<file path="src/common/rpp_params.svh">
`ifndef RPP_PARAMS_SVH
`define RPP_PARAMS_SVH

// register byte offsets (no offsets printed; chosen locally)
`define RPP_KPB_OFFSET 12'h000
`define RPP_UPB_OFFSET 12'h004
`define RPP_RMSZ_OFFSET 12'h008
`define RPP_UDB_OFFSET 12'h00C
`define RPP_STAT_OFFSET 12'h010
`define RPP_ADDR_W 12

// base field position and fixed-zero span
`define RPP_BASE_MSB 15
`define RPP_BASE_LSB 10
`define RPP_BASE_MASK 32'h0000_FC00
`define RPP_RESET_VAL 32'h0000_0000
`define RPP_RMSZ_RESET 32'h0001_0000

// data ram offset width
`define RPP_OFS_W 17

`endif

</file>
<file path="src/common/rpp_pkg.sv">
package rpp_pkg;

    typedef enum logic [3:0] {
        RPP_KDATA = 4'b0001,
        RPP_KPROG = 4'b0010,
        RPP_UDATA = 4'b0100,
        RPP_UPROG = 4'b1000
    } rpp_region_e;

    typedef struct packed {
        logic [11:0] addr;
        logic write;
        logic valid;
    } rpp_addr_phase_s;

    typedef struct packed {
        logic [16:0] offset;
        logic valid;
    } rpp_access_s;

    typedef struct packed {
        rpp_region_e region;
        logic out_of_range;
    } rpp_class_s;

endpackage : rpp_pkg

</file>
<file path="src/rtl/rpp_partition_regs.sv">
// Operation
// - kernel program base holds writable bits 15-10, offset into data ram
// - user program base holds writable bits 15-10, offset into data ram
// - bits 9-0 of both bases read zero; bases step by 1 KB
// - bits 31-16 of both bases ignore writes, read zero
// - reset clears both bases; all ram becomes kernel data
//
// The address map and the AHB-Lite interface to the registers are this design's own decisions.
`timescale 1ns/10ps
`include "rpp_params.svh"

module rpp_partition_regs
(
    // ahb-lite slave
    input wire logic hclk,
    input wire logic hresetn,
    input wire logic hsel,
    input wire logic [31:0] haddr,
    input wire logic [1:0] htrans,
    input wire logic hwrite,
    input wire logic [2:0] hsize,
    input wire logic [31:0] hwdata,
    input wire logic hready,
    output logic [31:0] hrdata,
    output logic hreadyout,
    output logic hresp,
    // access classifier
    input wire rpp_pkg::rpp_access_s ram_access,
    output rpp_pkg::rpp_class_s ram_class
);

    // ********************************************************
    // address phase capture
    // ********************************************************
    rpp_pkg::rpp_addr_phase_s aph_q;
    rpp_pkg::rpp_addr_phase_s aph_d;

    always_comb
    begin
        aph_d = aph_q;
        if (hready)
        begin
            aph_d.valid = hsel && htrans[1];
            aph_d.write = hwrite;
            aph_d.addr = haddr[11:0];
        end
    end

    always_ff @(posedge hclk or negedge hresetn)
    begin
        if (!hresetn)
        begin
            aph_q <= '0;
        end
        else
        begin
            aph_q <= aph_d;
        end
    end

    // ********************************************************
    // registers
    // ********************************************************
    logic [5:0] kpb_q;
    logic [5:0] kpb_d;
    logic [5:0] upb_q;
    logic [5:0] upb_d;
    logic [31:0] rmsz_q;
    logic [31:0] rmsz_d;
    logic [5:0] udb_q;
    logic [5:0] udb_d;
    logic wr_en;

    assign wr_en = aph_q.valid && aph_q.write;

    always_comb
    begin
        kpb_d = kpb_q;
        upb_d = upb_q;
        rmsz_d = rmsz_q;
        udb_d = udb_q;
        if (wr_en)
        begin
            case (aph_q.addr)
                `RPP_KPB_OFFSET: kpb_d = hwdata[`RPP_BASE_MSB:`RPP_BASE_LSB];
                `RPP_UPB_OFFSET: upb_d = hwdata[`RPP_BASE_MSB:`RPP_BASE_LSB];
                // ram size kept 1 KB aligned like the bases
                `RPP_RMSZ_OFFSET: rmsz_d = hwdata & 32'h0001_FC00;
                `RPP_UDB_OFFSET: udb_d = hwdata[`RPP_BASE_MSB:`RPP_BASE_LSB];
                default: ;
            endcase
        end
    end

    always_ff @(posedge hclk or negedge hresetn)
    begin
        if (!hresetn)
        begin
            kpb_q <= 6'h0;
            upb_q <= 6'h0;
            rmsz_q <= `RPP_RMSZ_RESET;
            udb_q <= 6'h0;
        end
        else
        begin
            kpb_q <= kpb_d;
            upb_q <= upb_d;
            rmsz_q <= rmsz_d;
            udb_q <= udb_d;
        end
    end

    // ********************************************************
    // read data
    // ********************************************************
    logic [31:0] kpb_full;
    logic [31:0] upb_full;
    logic [31:0] udb_full;
    logic order_err;
    logic [31:0] rdata_d;
    logic [31:0] rdata_q;

    // fixed zero bits around the field
    assign kpb_full = {16'h0000, kpb_q, 10'h000};
    assign upb_full = {16'h0000, upb_q, 10'h000};
    assign udb_full = {16'h0000, udb_q, 10'h000};

    // software ordering is not enforced, only reported
    assign order_err = (kpb_full > rmsz_q) || (upb_full > rmsz_q)
        || ((upb_q != 6'h0) && (upb_q <= udb_q));

    always_comb
    begin
        rdata_d = rdata_q;
        if (hready && hsel && htrans[1] && !hwrite)
        begin
            // next base and size values, so a base or size read right behind a write sees the new word
            case (haddr[11:0])
                `RPP_KPB_OFFSET: rdata_d = {16'h0000, kpb_d, 10'h000};
                `RPP_UPB_OFFSET: rdata_d = {16'h0000, upb_d, 10'h000};
                `RPP_RMSZ_OFFSET: rdata_d = rmsz_d;
                `RPP_UDB_OFFSET: rdata_d = {16'h0000, udb_d, 10'h000};
                `RPP_STAT_OFFSET: rdata_d = {31'h0000_0000, order_err};
                default: rdata_d = 32'h0000_0000;
            endcase
        end
    end

    always_ff @(posedge hclk or negedge hresetn)
    begin
        if (!hresetn)
        begin
            rdata_q <= 32'h0000_0000;
        end
        else
        begin
            rdata_q <= rdata_d;
        end
    end

    assign hrdata = rdata_q;
    assign hreadyout = 1'b1;
    assign hresp = 1'b0;

    // ********************************************************
    // access classifier
    // ********************************************************
    rpp_pkg::rpp_class_s class_d;
    rpp_pkg::rpp_class_s class_q;
    logic [16:0] kp_ofs;
    logic [16:0] ud_ofs;
    logic [16:0] up_ofs;

    assign kp_ofs = {1'b0, kpb_q, 10'h000};
    assign ud_ofs = {1'b0, udb_q, 10'h000};
    assign up_ofs = {1'b0, upb_q, 10'h000};

    // zero base means the region is absent, so low ram stays kernel data
    // region compare
    always_comb
    begin
        class_d = class_q;
        if (ram_access.valid)
        begin
            class_d.out_of_range = ({15'h0000, ram_access.offset} >= rmsz_q);
            if ((upb_q != 6'h0) && (ram_access.offset >= up_ofs))
            begin
                class_d.region = rpp_pkg::RPP_UPROG;
            end
            else if ((udb_q != 6'h0) && (ram_access.offset >= ud_ofs))
            begin
                class_d.region = rpp_pkg::RPP_UDATA;
            end
            else if ((kpb_q != 6'h0) && (ram_access.offset >= kp_ofs))
            begin
                class_d.region = rpp_pkg::RPP_KPROG;
            end
            else
            begin
                class_d.region = rpp_pkg::RPP_KDATA;
            end
        end
    end

    always_ff @(posedge hclk or negedge hresetn)
    begin
        if (!hresetn)
        begin
            class_q <= '{region: rpp_pkg::RPP_KDATA, out_of_range: 1'b0};
        end
        else
        begin
            class_q <= class_d;
        end
    end

    assign ram_class = class_q;

endmodule : rpp_partition_regs

</file>
<file path="config.mk">
export PLATFORM = sky130hd
export DESIGN_NAME = rpp_partition_regs
export DESIGN_NICKNAME = d
export VERILOG_FILES = /design/src/common/rpp_pkg.sv /design/src/rtl/rpp_partition_regs.sv
export VERILOG_INCLUDE_DIRS = /design/src /design/src/common
export SDC_FILE = /design/constraint.sdc
export NUM_CORES = 1
export LEC_CHECK = 0
export ABC_AREA = 1
export BUFFER_PORTS_ARGS = -buffer_cell sky130_fd_sc_hd__clkbuf_2
export CAP_MARGIN = 20
export CORE_ASPECT_RATIO = 2
export CORE_MARGIN = 2
export CORE_UTILIZATION = 55
export CTS_BUF_LIST = sky130_fd_sc_hd__clkbuf_4 sky130_fd_sc_hd__clkbuf_8
export CTS_CLUSTER_DIAMETER = 80
export DETAILED_ROUTE_END_ITERATION = 8
export GPL_TIMING_DRIVEN = 0
export PLACE_DENSITY = 0.81
export SYNTH_ARGS = -nofsm -noshare
export SYNTH_HDL_FRONTEND = slang
export SYNTH_SLANG_ARGS = --single-unit
</file>
<file path="constraint.sdc">
create_clock -name hclk -period 3.7 [get_ports hclk]
set_input_delay 0 -clock hclk [delete_from_list [all_inputs] [get_ports hclk]]
set_output_delay 0 -clock hclk [all_outputs]
set_load 0.05 [all_outputs]
</file>
[After elaboration in Yosys (flattened, before gate mapping)]
Index checks and enable logic that the tools add are counted.
W data, S select, Z words.
Cells by class
  order comparisons: 7
  equality and inequality tests: 7
  mux-type cells: 12
  reductions and logical operators: 17
Operators with widths (number)
  $pmux W32 S5: 1
  $gt A16 B32 Y1: 2
  $mux W32: 2
  $ge A17 B16 Y1: 3
  $eq A12 B4 Y1 const B: 4
  $mux W6: 6
  $ge A17 B32 Y1: 1
  $eq A12 B3 Y1 const B: 2
  $logic_not A12 Y1: 2
  $reduce_bool A6 Y1: 3
  $eq A12 B5 Y1 const B: 1
  $logic_and A1 B1 Y1: 9
  $le A6 B6 Y1: 1
  $mux W4: 1
  $mux W3: 1
  $logic_or A1 B1 Y1: 2
  $mux W2: 1
  $logic_not A1 Y1: 1
Word-level totals
  bits in registers: 101
  bits of input ports: 92

[Longest topological paths before layout]
  depth in word-level cells: 5
  mapped depth: 13
  depth with buffers taken out: 13

[Worst setup path before layout]
OpenSTA, ideal clock, no wires.
  kind: register -> register
  start point: register upb_q[2]
  end point: register class_q, in the netlist ram_class[2]
  setup time: 66 ps
  arrival time: 1419 ps
  required time: 3634 ps
  setup slack: 2215 ps
  cell stages (with the launch flop): 12
  clock period less this slack: 1485 ps
  cells stage by stage: dfrtp_1 -> inv_1 -> ha_1 -> a21oi_1 -> o21ai_0 -> a21oi_1 -> nand2_1 -> nand2_1 -> nand2_1 -> nor2_1 -> nand2_1 -> nand2_1
Between the ends
  longest elaborated chain between the ends: 3
  elaborated cells on any way between the ends: 4
  those cells by class: order compare (1); mux (1); reduce/logical (2)
Ends and longest elaborated chain
  start: declaration: RTL line rpp_partition_regs.sv:66  | logic [5:0] upb_q;
  start signal: assignment: RTL line rpp_partition_regs.sv:107  | upb_q <= upb_d;
  $ge A17 B16 Y1 or $reduce_bool A6 Y1 (tied branches): RTL line rpp_partition_regs.sv:186  | if ((upb_q != 6'h0) && (ram_access.offset >= up_ofs))
  $logic_and A1 B1 Y1 *: RTL line rpp_partition_regs.sv:186
  $mux W4 *: RTL line rpp_partition_regs.sv:186
  end signal: assignment: RTL line rpp_partition_regs.sv:209  | class_q <= '{region: rpp_pkg::RPP_KDATA, out_of_range: 1'b0};
  end signal: assignment: RTL line rpp_partition_regs.sv:213  | class_q <= class_d;
  end: declaration: RTL line rpp_partition_regs.sv:169  | rpp_pkg::rpp_class_s class_q;
Mark *: on every way between the ends. The rest lies on a longest branch, timed or not.
A chain may end at the register's enable or synchronous reset.

[Worst setup path in the final report]
Same ends and word-level chain as after synthesis.

==> flow_summary.toml <==
[outcome]
status = "finished, final reports clean"

[die]
core_area_sq_um = 10400
die_area_sq_um = 11400
initial_core_util = 0.556
die_w_um = 76.5
ios = 131
fp-row-count = 53
die_y_um = 149

[clock_tree]
clock_latency_ns = 0.39
clock_path_buffers = 2
cts-resized-gates = 0
path_clk_slew_ns = 0.11
cts_buffers = 9
htreeDepth = 3
cts_setup_buffers = 0
cts.sinks = 101
cts_hold_buf = 19
cts_root_buf = "clkbuf_8"
cts_tree = "built"

[place]
pre_cts_slack_ns = 1.87
dpl-instance-area_sq_um = 6380
place_inst = 949
dp_hpwl_um = 12200
io_buffers = 79
gp_congestion = 1.01

[run]
drv_cap = 0

[pwr]
switching_power_mw = 0.617
comb_power_share = 0.129
seqPwrFrac = 0.524
clkPwrFrac = 0.347
p_leak_nw = 3.83
p_int_mw = 1.57
p_sw_frac = 0.283
ir_drop_mv = 0.324
power_density_nw_per_um2 = 321

[cells_and_area]
drive_gt1_frac = 0.145
antenna_cells = 0
multi_input_area_sq_um = 2790
final_nets = 987
stdcell_count = 984
area_growth_pct = 17.5
design_area_sq_um = 6800
regArea_sq_um = 2530
layout_common_cells = "nand2_1 (213), dfrtp_1 (99), inv_1 (94)"
nFillCells = 914
layout_commonest_cell = "nand2_1"

[timing]
setup_viol = 0
fin_ws_ns = 1.82
final-max-slew-violation-count = 0
hold_viol = 0
post-route-period-util = 0.509
finClkSkew_ns = 0.0147
fin_crit_ns = 1.88
tightest_slew_ns = 0.588
rsz0062_at_grt = "no"
maxSlewHeadroom = 0.608
tns_ns = 0
clock.fmax_mhz = 531

[detailed_routing]
drc_errors = 0
drt.antenna.violating_nets = 0
routed_wl_um = 15300
dr.pass1.iters = 4
dr_total_vias = 5283
via_per_inst = 5.37
drt_iter0_markers = 266
routedWlPerCell_um = 15.6

[synthesis]
synth_area_per_cell_sq_um = 7.90
mappedNetlistArea_sq_um = 5790
synthFlopType = "dfrtp_1"
ys_seq_area_frac = 0.437
synth_warnings = 0
synth-edff-count = 0
synth-seq-cells = 101
synth_nets = 877
async_flop_share = 1.00
syn_inst = 732
synth_cell_type_count = 27

[grt]
grt_antenna_before_repair = 0
grt_overflow = 0
grt_pass1_vias = 5341
grt_max_degree = 60
grt_pass1_wl_um = 24600
track_usage = 0.278

[critical_path]
critPathMaxFanout = 4
required_ns = 4.04
crit_path_frequent_cell = "nand2_1"
cp-end-kind = "flop"
critPathArrivalTime_ns = 2.22
cpPeakStageDelay_ns = 0.45
crit_chain = "inv_1, ha_1, a21oi_1, o21ai_0, a21oi_1, nand2_1, nand2_1, nand2_1, nor2_1, nand2_1, nand2_1"
slowest_stage = "dfrtp_1"
start_kind = "flop"
crit_type = "reg2reg"

[hold_path]
hp-class = "in2reg"
-- state kept, by name, summed over array words and instances, names as in the netlist --
signal     flops
ram_class      5
rmsz_q        32
upb_q          6
hrdata        32
aph_q         14
udb_q          6
kpb_q          6
-- logic make-up after synthesis --
logic type	synth area share
simple gates	0.301
buf+inv	0.0811
flops	0.437
compound gates	0.0649
fa+ha+maj	0.115
other cells	0.00130
-- path summary, 6_finish.rpt --
kind / startpoint / endpoint / slack (ns) / cells after the start
min reg2reg: ram_class[1] / ram_class[1] / 0.48 / 2
max in group asynchronous: hresetn / udb_q[4] / 2.81 / 3
max reg2reg: upb_q[2] / ram_class[2] / 1.82 / 11
min: hsel / hrdata[13] / 0.06 / 5
min in group asynchronous: hresetn / ram_class[0] / 0.17 / 2
max: upb_q[2] / ram_class[2] / 1.82 / 11
-- synth_stat cells, types with 2 or more instances --
master | n | share of area
buf_6 | 4 | 0.0078
dfrtp_1 | 99 | 0.43
nand3_1 | 64 | 0.055
buf_2 | 3 | 0.0026
and2_1 | 25 | 0.027
o211ai_1 | 2 | 0.0026
buf_4 | 2 | 0.0026
inv_1 | 94 | 0.061
inv_2 | 2 | 0.0013
ha_1 | 53 | 0.11
dfstp_2 | 2 | 0.0091
conb_1 | 2 | 0.0013
nor4_1 | 3 | 0.0032
nor3_1 | 5 | 0.0043
nor2_1 | 51 | 0.033
a21oi_1 | 24 | 0.021
o21ai_1 | 17 | 0.015
nand2_1 | 213 | 0.14
o21ai_0 | 28 | 0.024
nand4_1 | 18 | 0.019
clkbuf_1 | 5 | 0.0032
nor2_4 | 6 | 0.012
nor2_2 | 6 | 0.0065
-- cell type report --
type,instances,area share
sequential,101,0.372
timing repair buffer,99,0.0905
inverter,96,0.0530
clock buffer,9,0.0182
buffer,15,0.0160
multi-input combinational,520,0.410
tap,137,0.0252
clock inverter,7,0.0151
-- layer usage --
| metal | up-vias | routed length, um | part of all wire | GRT usage |
|---|---|---|---|---|
| met1 | 2481 | 5220 | 0.34 | 0.264 |
| met3 | 60 | 600 | 0.039 | 0.0466 |
| met2 | 172 | 8750 | 0.57 | 0.553 |
| li1 | 2570 | - | - | - |
| met4 | 0 | 762 | 0.050 | 0.149 |
| met5 | - | 0 | 0 | 0 |
-- per-stage QoR --
step	util	hold WS (ns)	power, mW
floorplan	-	-0.296	1.32
global placement	0.610	0.218	1.41
detailed placement	0.613	0.0697	1.43
CTS	0.653	0.0410	2.19
global route	0.653	0.0829	2.27
finish	0.653	0.0634	2.18
-- critical path: cells and delay by family, from the launching register on --
family | cells | cell delay, ns
AND/OR/NAND/NOR | 6 | 0.56
flip-flops | 1 | 0.45
AO/OA/AOI/OAI | 3 | 0.42
adder cells (fa/ha/maj) | 1 | 0.32
buffers and inverters | 1 | 0.09
-- power by group through the flow --
| stage | Combinational [mW] | Sequential (mW) | Clock (mW) |
|---|---|---|---|
| final | 0.282 | 1.14 | 0.757 |
| after global routing | 0.317 | 1.15 | 0.806 |
| after CTS | 0.282 | 1.14 | 0.769 |
| after detailed placement | 0.265 | 1.16 | 0 |
| after global placement | 0.248 | 1.16 | 0 |
| after floorplan | 0.139 | 1.18 | 0 |
(Power assumes the default switching activity.)
